<file path="config.mk">
export PLATFORM = sky130hd
export DESIGN_NAME = vbc_i2c_cfg_regs
export DESIGN_NICKNAME = d
export VERILOG_FILES = /design/src/hw/vbc_pkg.sv /design/src/hw/vbc_pin_sync.sv /design/src/hw/vbc_chan_decode.sv /design/src/hw/vbc_i2c_cfg_regs.sv
export VERILOG_INCLUDE_DIRS = /design/src /design/src/hw
export SDC_FILE = /design/constraint.sdc
export NUM_CORES = 1
export LEC_CHECK = 0
export ABC_AREA = 1
export BUFFER_PORTS_ARGS = -buffer_cell sky130_fd_sc_hd__buf_2
export CAP_MARGIN = 0
export CORE_ASPECT_RATIO = 0.5
export CORE_MARGIN = 2
export CORE_UTILIZATION = 64
export CTS_CLUSTER_DIAMETER = 80
export DETAILED_ROUTE_END_ITERATION = 7
export PLACE_DENSITY = 0.87
export SLEW_MARGIN = 5
export SYNTH_ARGS = -nofsm -noshare
export SYNTH_HDL_FRONTEND = slang
export SYNTH_SLANG_ARGS = --single-unit
</file>
<file path="constraint.sdc">
create_clock -name clk -period 3.9 [get_ports clk]
set_input_delay 0.39 -clock clk [delete_from_list [all_inputs] [get_ports clk]]
set_output_delay 0.39 -clock clk [all_outputs]
set_load 0.01 [all_outputs]
</file>
<file path="src/hw/vbc_cfg.svh">
//------------------------------------------------------------
// Purpose: Constants of the video buffer configuration bank
//------------------------------------------------------------
// Purpose: offsets, field positions, reset values, counts
// Assumes: included by its bare name
// Notes:   definitions only
`ifndef VBC_CFG_SVH
`define VBC_CFG_SVH

// Fixed upper part of the slave address (01011)
`define VBC_ADDR_FIXED   5'h0b

// Subaddresses
`define VBC_SUB_CH1      8'h01
`define VBC_SUB_CH3      8'h03
`define VBC_SUB_SYNC     8'h04

// Channel register fields
`define VBC_BIT_CLAMP    7
`define VBC_MUX_HI       6
`define VBC_MUX_LO       3
`define VBC_MODE_HI      2
`define VBC_MODE_LO      0
`define VBC_MUX_LAST_A   4'h4
`define VBC_MUX_LAST_B   4'h9

// Channel mode codes
`define VBC_MODE_OFF     3'h0
`define VBC_MODE_MUTE    3'h1
`define VBC_MODE_DC      3'h2
`define VBC_MODE_DCSH    3'h3
`define VBC_MODE_ACB     3'h4
`define VBC_MODE_TIPL    3'h5
`define VBC_MODE_TIPM    3'h6
`define VBC_MODE_TIPH    3'h7

// Sync and master register fields
`define VBC_BIT_MON_EN   6
`define VBC_BIT_BUF_EN   5

// Power-up contents
`define VBC_PU_OFF       8'h00
`define VBC_PU_CH_ON     8'h04
`define VBC_PU_SYNC_ON   8'h40

// Serial framing counts
`define VBC_BIT_DIR      0
`define VBC_BYTE_BITS    4'h8
`define VBC_ACK_BITS     4'h9
`define VBC_INIT_WAIT    2'h3

// Synchroniser contents after reset: idle bus, low straps
`define VBC_PINS_IDLE    5'h18

`endif

</file>
<file path="src/hw/vbc_pkg.sv">
//------------------------------------------------------------
// Purpose: Types of the video buffer configuration bank
//------------------------------------------------------------
// Purpose: shared enums and structs
// Assumes: numbers live in vbc_cfg.svh
// Notes:   nothing imported; use vbc_pkg::name
package vbc_pkg;

	// Decoded channel input mode
	typedef enum logic [2:0] {
		mode_off, mode_mute, mode_dc, mode_dc_shift,
		mode_ac_bias, mode_tip_low, mode_tip_mid, mode_tip_high
	} vbc_mode_t;

	// Serial slave states
	typedef enum logic [2:0] {
		st_idle, st_addr, st_sub, st_data, st_rack, st_read, st_done
	} vbc_state_t;

	// Per-channel analog controls
	typedef struct packed {
		logic      clamp_wide;
		logic      mux_b;
		logic      mux_reserved;
		logic      monitor_en;
		logic      buffer_en;
		logic      mute;
		vbc_mode_t mode;
	} vbc_chan_ctl_t;

	// Pins from outside the clock domain
	typedef struct packed {
		logic scl;
		logic sda;
		logic strap_hi;
		logic strap_lo;
		logic pu_sel;
	} vbc_pins_t;

endpackage : vbc_pkg

</file>
<file path="src/hw/vbc_pin_sync.sv">
//------------------------------------------------------------
// Purpose: Two-stage synchroniser for the external pins
//------------------------------------------------------------
// Purpose: bring pin levels into the clk domain
// Assumes: pins are levels, no pulse shorter than two clocks
// Notes:   first stage read only by the second
`timescale 1ns/1ns
`include "vbc_cfg.svh"
module vbc_pin_sync (
	// System
	input  wire logic              clk,
	input  wire logic              reset_n,
	// Pins
	input  vbc_pkg::vbc_pins_t     pins_raw,
	output vbc_pkg::vbc_pins_t     pins
);

	vbc_pkg::vbc_pins_t meta;

	// Two flops; idle bus and low straps after reset
	always_ff @(posedge clk or negedge reset_n) begin
		if (!reset_n) begin
			meta <= vbc_pkg::vbc_pins_t'(`VBC_PINS_IDLE);
			pins <= vbc_pkg::vbc_pins_t'(`VBC_PINS_IDLE);
		end else begin
			meta <= pins_raw;
			pins <= meta;
		end
	end

endmodule : vbc_pin_sync

</file>
<file path="src/hw/vbc_chan_decode.sv">
//------------------------------------------------------------
// Purpose: Decoder of one channel configuration byte
//------------------------------------------------------------
// Purpose: turn a channel byte into analog controls
// Assumes: master enables come from the sync register
// Notes:   outputs registered, one clock behind the byte
`timescale 1ns/1ns
`include "vbc_cfg.svh"
module vbc_chan_decode (
	// System
	input  wire logic              clk,
	input  wire logic              reset_n,
	// Configuration
	input  wire logic [7:0]        cfg,
	input  wire logic              master_mon_en,
	input  wire logic              master_buf_en,
	// Controls
	output vbc_pkg::vbc_chan_ctl_t ctl
);

	vbc_pkg::vbc_chan_ctl_t next_ctl;
	logic [3:0]             mux_code;
	logic                   tip;

	// Field decode of the byte
	always_comb begin
		mux_code = cfg[`VBC_MUX_HI:`VBC_MUX_LO];
		next_ctl = '0;
		case (cfg[`VBC_MODE_HI:`VBC_MODE_LO])
			`VBC_MODE_OFF:  next_ctl.mode = vbc_pkg::mode_off;
			`VBC_MODE_MUTE: next_ctl.mode = vbc_pkg::mode_mute;
			`VBC_MODE_DC:   next_ctl.mode = vbc_pkg::mode_dc;
			`VBC_MODE_DCSH: next_ctl.mode = vbc_pkg::mode_dc_shift;
			`VBC_MODE_ACB:  next_ctl.mode = vbc_pkg::mode_ac_bias;
			`VBC_MODE_TIPL: next_ctl.mode = vbc_pkg::mode_tip_low;
			`VBC_MODE_TIPM: next_ctl.mode = vbc_pkg::mode_tip_mid;
			default:        next_ctl.mode = vbc_pkg::mode_tip_high;
		endcase
		tip = cfg[`VBC_MODE_HI] && (cfg[`VBC_MODE_HI-1:`VBC_MODE_LO] != 2'h0);
		next_ctl.clamp_wide = cfg[`VBC_BIT_CLAMP] && tip;
		next_ctl.mux_b = (mux_code > `VBC_MUX_LAST_A) && (mux_code <= `VBC_MUX_LAST_B);
		next_ctl.mux_reserved = mux_code > `VBC_MUX_LAST_B;
		next_ctl.mute = cfg[`VBC_MODE_HI:`VBC_MODE_LO] == `VBC_MODE_MUTE;
		next_ctl.monitor_en = (cfg[`VBC_MODE_HI:`VBC_MODE_LO] != `VBC_MODE_OFF) && master_mon_en;
		next_ctl.buffer_en = (cfg[`VBC_MODE_HI:`VBC_MODE_LO] != `VBC_MODE_OFF) && master_buf_en;
	end

	// Output register
	always_ff @(posedge clk or negedge reset_n) begin
		if (!reset_n) begin
			ctl <= '0;
		end else begin
			ctl <= next_ctl;
		end
	end

endmodule : vbc_chan_decode

</file>
<file path="src/hw/vbc_i2c_cfg_regs.sv">
//------------------------------------------------------------
// Purpose: Serial configuration register bank
//------------------------------------------------------------
// Purpose: two-wire slave with four configuration bytes
// Assumes: clk well above the serial clock rate
// Notes:   pins sampled by clk; serial clock is not a clock
// Notes:   writes land at the stop, never at the data acknowledge
`timescale 1ns/1ns
`include "vbc_cfg.svh"

// Summary of operation
// - Answer only address bytes whose top five bits are 01011.
// - Address bits two and one follow the strap pins live, never latched.
// - First byte after a start is the address, direction in bit zero.
// - A write carries one data byte to one subaddress; no bursts.
// - A read returns the selected subaddress register as one byte.
// - Power-up select low: all registers start fully disabled.
// - Power-up select high: buffers off, monitors on, ac-bias on all channels.
// - Power-up contents hold until the first complete valid write.
// - Subaddresses 1 to 3 are channels, 4 is sync and master disable.
// - Channel bit 7 picks the narrow or wide clamp filter.
// - Clamp filter choice matters only in ac tip clamp modes.
// - Bits 6 to 3 pick mux input A, input B or reserved.
// - Mode 000 turns both paths off; 001 mutes the channel.
// - Mode 010 is dc, 011 dc with shift, 100 ac-bias.
// - Modes 101, 110, 111 are tip clamp with low, mid, high bias.
// - Writing one channel leaves the other channels untouched.
// - Write is start, address, subaddress, data, stop; each byte acked.
// - Master monitor and buffer enables in register 4 override channels.
module vbc_i2c_cfg_regs (
	// System
	input  wire logic                         clk,
	input  wire logic                         reset_n,
	// Serial bus
	input  wire logic                         scl_in,
	input  wire logic                         sda_in,
	output logic                              sda_out,
	output logic                              sda_oe,
	// Straps
	input  wire logic                         addr_strap_hi,
	input  wire logic                         addr_strap_lo,
	input  wire logic                         power_up_state_select,
	// Channel controls
	output vbc_pkg::vbc_chan_ctl_t [2:0]      chan_ctl,
	output logic [7:0]                        sync_ctl,
	// Status
	output logic                              powerup_held
);

	//------------------------------------------------------------
	// Declarations
	//------------------------------------------------------------
	vbc_pkg::vbc_pins_t  pins_raw;
	vbc_pkg::vbc_pins_t  pins;
	vbc_pkg::vbc_state_t state;
	logic                scl_d;
	logic                sda_d;
	logic                scl_rise;
	logic                scl_fall;
	logic                start_cond;
	logic                stop_cond;
	logic [3:0]          bit_cnt;
	logic [7:0]          shreg;
	logic                drive;
	logic                byte_end;
	logic                ack_end;
	logic                addr_match;
	logic [7:0]          sub_sel;
	logic [7:0]          wdata;
	logic                wr_pend;
	logic                commit;
	logic [7:0]          rd_value;
	logic [2:0][7:0]     chan_cfg;
	logic [1:0]          init_cnt;
	logic                init_done;

	//------------------------------------------------------------
	// Functions
	//------------------------------------------------------------

	// Subaddress decode
	function automatic logic is_chan(input logic [7:0] sub);
		is_chan = (sub >= `VBC_SUB_CH1) && (sub <= `VBC_SUB_CH3);
	endfunction : is_chan

	// Index of a channel subaddress
	function automatic logic [1:0] chan_idx(input logic [7:0] sub);
		logic [7:0] diff;
		diff = sub - `VBC_SUB_CH1;
		chan_idx = diff[1:0];
	endfunction : chan_idx

	//------------------------------------------------------------
	// Pin synchronisation and bus events
	//------------------------------------------------------------

	// Gather pins
	assign pins_raw.scl      = scl_in;
	assign pins_raw.sda      = sda_in;
	assign pins_raw.strap_hi = addr_strap_hi;
	assign pins_raw.strap_lo = addr_strap_lo;
	assign pins_raw.pu_sel   = power_up_state_select;

	vbc_pin_sync u_sync (
		.clk      (clk),
		.reset_n  (reset_n),
		.pins_raw (pins_raw),
		.pins     (pins)
	);

	// Previous synchronised levels
	always_ff @(posedge clk or negedge reset_n) begin
		if (!reset_n) begin
			scl_d <= 1'b1;
			sda_d <= 1'b1;
		end else begin
			scl_d <= pins.scl;
			sda_d <= pins.sda;
		end
	end

	// Edges, start and stop
	assign scl_rise   = pins.scl && !scl_d;
	assign scl_fall   = !pins.scl && scl_d;
	assign start_cond = pins.scl && scl_d && sda_d && !pins.sda;
	assign stop_cond  = pins.scl && scl_d && !sda_d && pins.sda;
	assign byte_end   = scl_fall && (bit_cnt == `VBC_BYTE_BITS);
	assign ack_end    = scl_fall && (bit_cnt == `VBC_ACK_BITS);

	// Address compare against live straps
	assign addr_match = shreg[7:1] == {`VBC_ADDR_FIXED, pins.strap_hi, pins.strap_lo};

	// Open-drain data pin: only ever pulls low
	assign sda_out = 1'b0;
	assign sda_oe  = drive;

	//------------------------------------------------------------
	// Serial protocol
	//------------------------------------------------------------

	// Bit counter per nine-clock byte slot
	always_ff @(posedge clk or negedge reset_n) begin
		if (!reset_n) begin
			bit_cnt <= 4'h0;
		end else if (start_cond || stop_cond) begin
			bit_cnt <= 4'h0;
		end else if (ack_end) begin
			bit_cnt <= 4'h0;
		end else if (scl_rise && state != vbc_pkg::st_idle) begin
			bit_cnt <= bit_cnt + 4'h1;
		end
	end

	// Shift register: in on rise, out on fall
	always_ff @(posedge clk or negedge reset_n) begin
		if (!reset_n) begin
			shreg <= 8'h00;
		end else if (state == vbc_pkg::st_rack && ack_end) begin
			shreg <= rd_value;
		end else if (state == vbc_pkg::st_read) begin
			if (scl_fall && bit_cnt != 4'h0 && bit_cnt < `VBC_BYTE_BITS) begin
				shreg <= {shreg[6:0], 1'b0};
			end
		end else if (scl_rise && bit_cnt < `VBC_BYTE_BITS) begin
			shreg <= {shreg[6:0], pins.sda};
		end
	end

	// Slave state machine
	always_ff @(posedge clk or negedge reset_n) begin
		if (!reset_n) begin
			state <= vbc_pkg::st_idle;
		end else if (start_cond) begin
			state <= vbc_pkg::st_addr;
		end else if (stop_cond) begin
			state <= vbc_pkg::st_idle;
		end else if (byte_end) begin
			case (state)
				vbc_pkg::st_addr: begin
					if (!addr_match) begin
						state <= vbc_pkg::st_done;
					end else if (shreg[`VBC_BIT_DIR]) begin
						state <= vbc_pkg::st_rack;
					end else begin
						state <= vbc_pkg::st_sub;
					end
				end
				vbc_pkg::st_sub:  state <= vbc_pkg::st_data;
				vbc_pkg::st_data: state <= vbc_pkg::st_done;
				vbc_pkg::st_read: state <= vbc_pkg::st_done;
				default:          state <= state;
			endcase
		end else if (ack_end && state == vbc_pkg::st_rack) begin
			state <= vbc_pkg::st_read;
		end
	end

	// Data pin drive: acks and read bits
	always_ff @(posedge clk or negedge reset_n) begin
		if (!reset_n) begin
			drive <= 1'b0;
		end else if (start_cond || stop_cond) begin
			drive <= 1'b0;
		end else if (byte_end) begin
			case (state)
				vbc_pkg::st_addr: drive <= addr_match;
				vbc_pkg::st_sub:  drive <= 1'b1;
				vbc_pkg::st_data: drive <= 1'b1;
				default:          drive <= 1'b0;
			endcase
		end else if (ack_end) begin
			if (state == vbc_pkg::st_rack) begin
				drive <= !rd_value[7];
			end else begin
				drive <= 1'b0;
			end
		end else if (state == vbc_pkg::st_read && scl_fall && bit_cnt != 4'h0) begin
			// Next read bit sits in bit six before the shift
			drive <= !shreg[6];
		end
	end

	//------------------------------------------------------------
	// Subaddress and pending write
	//------------------------------------------------------------

	// Selected subaddress, kept across transactions
	always_ff @(posedge clk or negedge reset_n) begin
		if (!reset_n) begin
			sub_sel <= 8'h00;
		end else if (byte_end && state == vbc_pkg::st_sub) begin
			sub_sel <= shreg;
		end
	end

	// Data byte waits for the stop before it lands
	always_ff @(posedge clk or negedge reset_n) begin
		if (!reset_n) begin
			wdata   <= 8'h00;
			wr_pend <= 1'b0;
		end else if (start_cond || stop_cond) begin
			wr_pend <= 1'b0;
		end else if (byte_end && state == vbc_pkg::st_data) begin
			wdata   <= shreg;
			wr_pend <= 1'b1;
			// A further whole byte after the data byte cancels the write
		end else if (byte_end && state == vbc_pkg::st_done) begin
			wr_pend <= 1'b0;
		end
	end

	// Only a complete single-byte write commits
	assign commit = stop_cond && wr_pend && init_done;

	//------------------------------------------------------------
	// Power-up selection
	//------------------------------------------------------------

	// Wait for synchronised strap before loading
	always_ff @(posedge clk or negedge reset_n) begin
		if (!reset_n) begin
			init_cnt  <= 2'h0;
			init_done <= 1'b0;
		end else if (!init_done) begin
			init_cnt  <= init_cnt + 2'h1;
			init_done <= init_cnt == `VBC_INIT_WAIT;
		end
	end

	//------------------------------------------------------------
	// Register file
	//------------------------------------------------------------

	// Channel registers
	always_ff @(posedge clk or negedge reset_n) begin
		if (!reset_n) begin
			chan_cfg <= {3{`VBC_PU_OFF}};
		end else if (!init_done) begin
			// Strap value taken only once the synchroniser has settled
			if (init_cnt == `VBC_INIT_WAIT && pins.pu_sel) begin
				chan_cfg <= {3{`VBC_PU_CH_ON}};
			end else begin
				chan_cfg <= {3{`VBC_PU_OFF}};
			end
		end else if (commit && is_chan(sub_sel)) begin
			chan_cfg[chan_idx(sub_sel)] <= wdata;
		end
	end

	// Sync and master disable register
	always_ff @(posedge clk or negedge reset_n) begin
		if (!reset_n) begin
			sync_ctl <= `VBC_PU_OFF;
		end else if (!init_done) begin
			if (init_cnt == `VBC_INIT_WAIT && pins.pu_sel) begin
				sync_ctl <= `VBC_PU_SYNC_ON;
			end else begin
				sync_ctl <= `VBC_PU_OFF;
			end
		end else if (commit && sub_sel == `VBC_SUB_SYNC) begin
			sync_ctl <= wdata;
		end
	end

	// Power-up contents still in force
	always_ff @(posedge clk or negedge reset_n) begin
		if (!reset_n) begin
			powerup_held <= 1'b1;
		end else if (commit) begin
			powerup_held <= 1'b0;
		end
	end

	// Read value of the selected subaddress
	always_comb begin
		if (is_chan(sub_sel)) begin
			rd_value = chan_cfg[chan_idx(sub_sel)];
		end else if (sub_sel == `VBC_SUB_SYNC) begin
			rd_value = sync_ctl;
		end else begin
			rd_value = 8'h00;
		end
	end

	//------------------------------------------------------------
	// Channel decode
	//------------------------------------------------------------

	// One decoder per analog channel
	for (genvar ch = 0; ch < 3; ch++) begin : g_chan
		vbc_chan_decode u_dec (
			.clk           (clk),
			.reset_n       (reset_n),
			.cfg           (chan_cfg[ch]),
			.master_mon_en (sync_ctl[`VBC_BIT_MON_EN]),
			.master_buf_en (sync_ctl[`VBC_BIT_BUF_EN]),
			.ctl           (chan_ctl[ch])
		);
	end

endmodule : vbc_i2c_cfg_regs

</file>
==> results.md <==
* Mux contribution to synthesized area at 0.00228
* Hold Fails Final Rpt at 0
* VDD IR max at roughly 320 µV
* Worst Setup End Kind: register
* Setup TNS at 0 ns
* CP Max Fanout at 13
* Final HPWL DP at slightly below 7000 µm
* Syn. warnings at 0
* Post-DR vias/cell at roughly 5.5
* Crit-path cells: inv_2 > ha_1 > nor2_2 > inv_2 > o21ai_0 > nand2_1 > inv_1 > nor2_1 > o21ai_1
* Slowest cell delay on critical path at about 0.61 ns
* Post-CTS Setup Bufs at 0
* Max Slew Vio Count at 0
* Gpl congestion at between 0.8 and 0.9
* Combinational power share at 0.078
* Clk root buf: clkbuf_16
* Remaining antenna violation count at 0
* RSZ-0062 raised after global routing: false
* Slew headroom at 0.521
* Max cap viols at 0
* Critical path class: register to register
* Initial antenna violation count at 0
* Synth Area in Compound Gates at 0.0987
* Final worst path period need at ~2.2 ns
* Remaining DRCs at 0
* P_int at 0.00180 W
* Synth Register Bits at approximately 110
* CTS tree: done
* Area share of fa/ha/maj cells after synthesis at 0.0228
* Worst clock skew at roughly 0.0061 ns
* Switching Power at ~0.00059 W
* Post-synth EDFFs at 0
* Hold/Removal Path Class: primary input to async pin
* Final Total Pwr at 0.00239 W
* Vias at around 3,700
* First-pass GRT wire length at about 17,000 µm
* H-tree depth at 3
* Cell variety after synth at 35
* Syn Nets at 562
* Final Net Count at slightly below 600
* # diodes at 0
* Die width at about 130 µm
* Routed wire length at a little under 10,000 µm
* Clk network pwr share at 0.415
* Seq pwr share at 0.506
* Max Fclk at 448 MHz
* Setup violations, final at 0
* Row Count at 22
* CP most frequent cell: inv_2
* Pwr Density at 436 nW/µm²
* Clock sink total at 108
* Slew at the pin closest to its max-slew limit at a little over 0.7 ns
* Leak pwr at 2.77 nW
* Post-Syn Instances at 546
* Ys async rst share at 1.00
* Clock Latency Late Sink at 0.35 ns
* Hold_buf cts at 0
* CP required at ~4.2 ns
* Total track usage at 0.259
* Post-synthesis xor/xnor area fraction at 0.00178
* Detailed-route wire length per cell at roughly 15 µm
* Initial core utilization at 0.666
* Sw frac at 0.245
* Post-Synth Simple-Gate Area at 0.246
* Gr ovfl total at 0
* Inst Count DP at 661
* Mean Syn Cell Area at approximately 9.0 µm²
* Fin util at 0.739
* Die Ht at about 66 µm
* Area of the mapped netlist at about 4900 µm²
* Vias in the first global route at around 3,400
* IO Count at between 40 and 50
* Initial drt markers at 380
* Core footprint at between 7000 and 8000 µm²
* Outcome: completed
* Fin Hold WS at about 0.0029 ns
* Worst path arrival time at approximately 2.5 ns
* Fillers at about 530
* Length of the first detailed-routing pass in iterations at 5
* TritonCTS buffer count at 9
* Pin count of the biggest net entering global routing at 44
* Reg clk slew, reported paths at roughly 0.070 ns
* Fin cells at 677
* Largest family of logic cells by synthesized area: simple AND/OR/NAND/NOR gates
* Post_cts resized at 0
* Tcrit/Tclk final at 0.572
* CP Launch Type: register
* Seq/Total Area, Yosys at 0.550
* I/O Buffers at between 40 and 50
* DIE AREA at between 8000 and 9000 µm²
* Ys flop type: dfrtp_1
* Slowest-stage cell, CP: dfrtp_1
* Area Overhead vs Synth at 10.9%
* Clock buffer depth at 2
* Share of post-route cells with drive strength above 1 at 0.203
[Yosys cell counts, types with 3 or more instances]
library cell	instances	area (µm²)
clkbuf_1	11	41.3
buf_4	5	37.5
buf_2	5	25.0
ha_1	9	113
o21ai_2	5	43.8
dfrtp_1	101	2530
buf_6	4	45.0
a21oi_1	15	75.1
nand2_1	128	480
dfstp_2	7	184
nor2_2	5	31.3
nand3_1	49	245
o211ai_2	3	37.5
nor2_4	3	33.8
nand3_2	6	60.1
inv_2	9	33.8
nand2_2	9	56.3
o21ai_0	16	80.1
nand3_4	4	70.1
nor3_1	6	30.0
o21ai_1	46	230
inv_1	52	195
nor2_1	32	120
[power groups by stage]
stage          logic, W  registers, W  clock network (W)
2_1_floorplan  0.000122       0.00122                  0
3_3_place_gp   0.000177       0.00123                  0
3_5_place_dp   0.000185       0.00123                  0
4_1_cts        0.000187       0.00121            0.00100
5_1_grt        0.000213       0.00121            0.00103
6_report       0.000187       0.00121           0.000991
[through the flow]
step / instance area [µm²] / worst slack, ns
after floorplan: 4930 / 2.10
after global routing: 5470 / 1.45
final: 5470 / 1.67
after global placement: 5140 / 1.79
after CTS: 5470 / 1.69
after detailed placement: 5140 / 1.76
[registers in the layout (all words and copies together), names as in the netlist, 2 cells and up]
register,count
u_sync.meta,5
state,3
bit_cnt,4
init_cnt,2
g_chan.u_dec.ctl,27
sync_ctl,8
shreg,8
wdata,8
sub_sel,8
chan_cfg,24
u_sync.pins,5
[routing by layer]
layer | global-route usage | wire length, µm | vias to the layer above
met4 | 0.0920 | 225 | 0
li1 | - | - | 1810
met2 | 0.410 | 4540 | 136
met3 | 0.0591 | 585 | 26
met1 | 0.356 | 4590 | 1760
met5 | 0 | 0 | -
[path summary, 6_finish.rpt]
path,startpoint,endpoint,slack (ns),cells past startpoint
worst max register to register,sub_sel[0],shreg[4],1.67,9
min in group clk,scl_in,u_sync.meta[4],0.14,1
worst min-delay path,reset_n,u_sync.pins[1],0.003,1
max in group asynchronous,reset_n,chan_cfg[8],2.98,2
worst max-delay path,sub_sel[0],shreg[4],1.67,9
worst min register to register,u_sync.meta[1],u_sync.pins[1],0.35,0
[cells by family (layout without fill, tap and decap cells)]
group / count (synthesis) / in the layout
AO/OA/AOI/OAI: 88 / 88
XOR/XNOR: 1 / 1
adder cells (fa/ha/maj): 9 / 9
buffers and inverters: 88 / 123
flip-flops: 108 / 108
multiplexers: 1 / 1
other: 1 / 1
AND/OR/NAND/NOR: 250 / 250
[worst max-delay path: cells and delay by family, from the launching register on]
kind,cells,cell delay [ns]
adder cells (fa/ha/maj),1,0.45
buffers and inverters,3,0.35
AO/OA/AOI/OAI,2,0.32
flip-flops,1,0.61
AND/OR/NAND/NOR,3,0.43
[placed cells by master (no fill, tap or decap), types with 6 or more instances in the layout]
cell and count:
ha_1 9, nor2_1 32, nand2_1 128, nand3_1 49
inv_2 9, dfrtp_1 101, clkbuf_16 9, nand2_2 9
nor3_1 6, buf_2 42, o21ai_1 46, o21ai_0 16
a21oi_1 15, inv_1 52, nand3_2 6, dfstp_2 7
[final cells by class]
class                   count  area [µm²]  area share
flip-flops and latches    108        2710       0.496
repair buffers             46         240      0.0439
clock inverters             7         109      0.0199
inverters                  61         229      0.0419
multi-input cells         350        1840       0.336
well taps                  96         120      0.0220
clock buffers               9         225      0.0412
(Power assumes the default switching activity.)
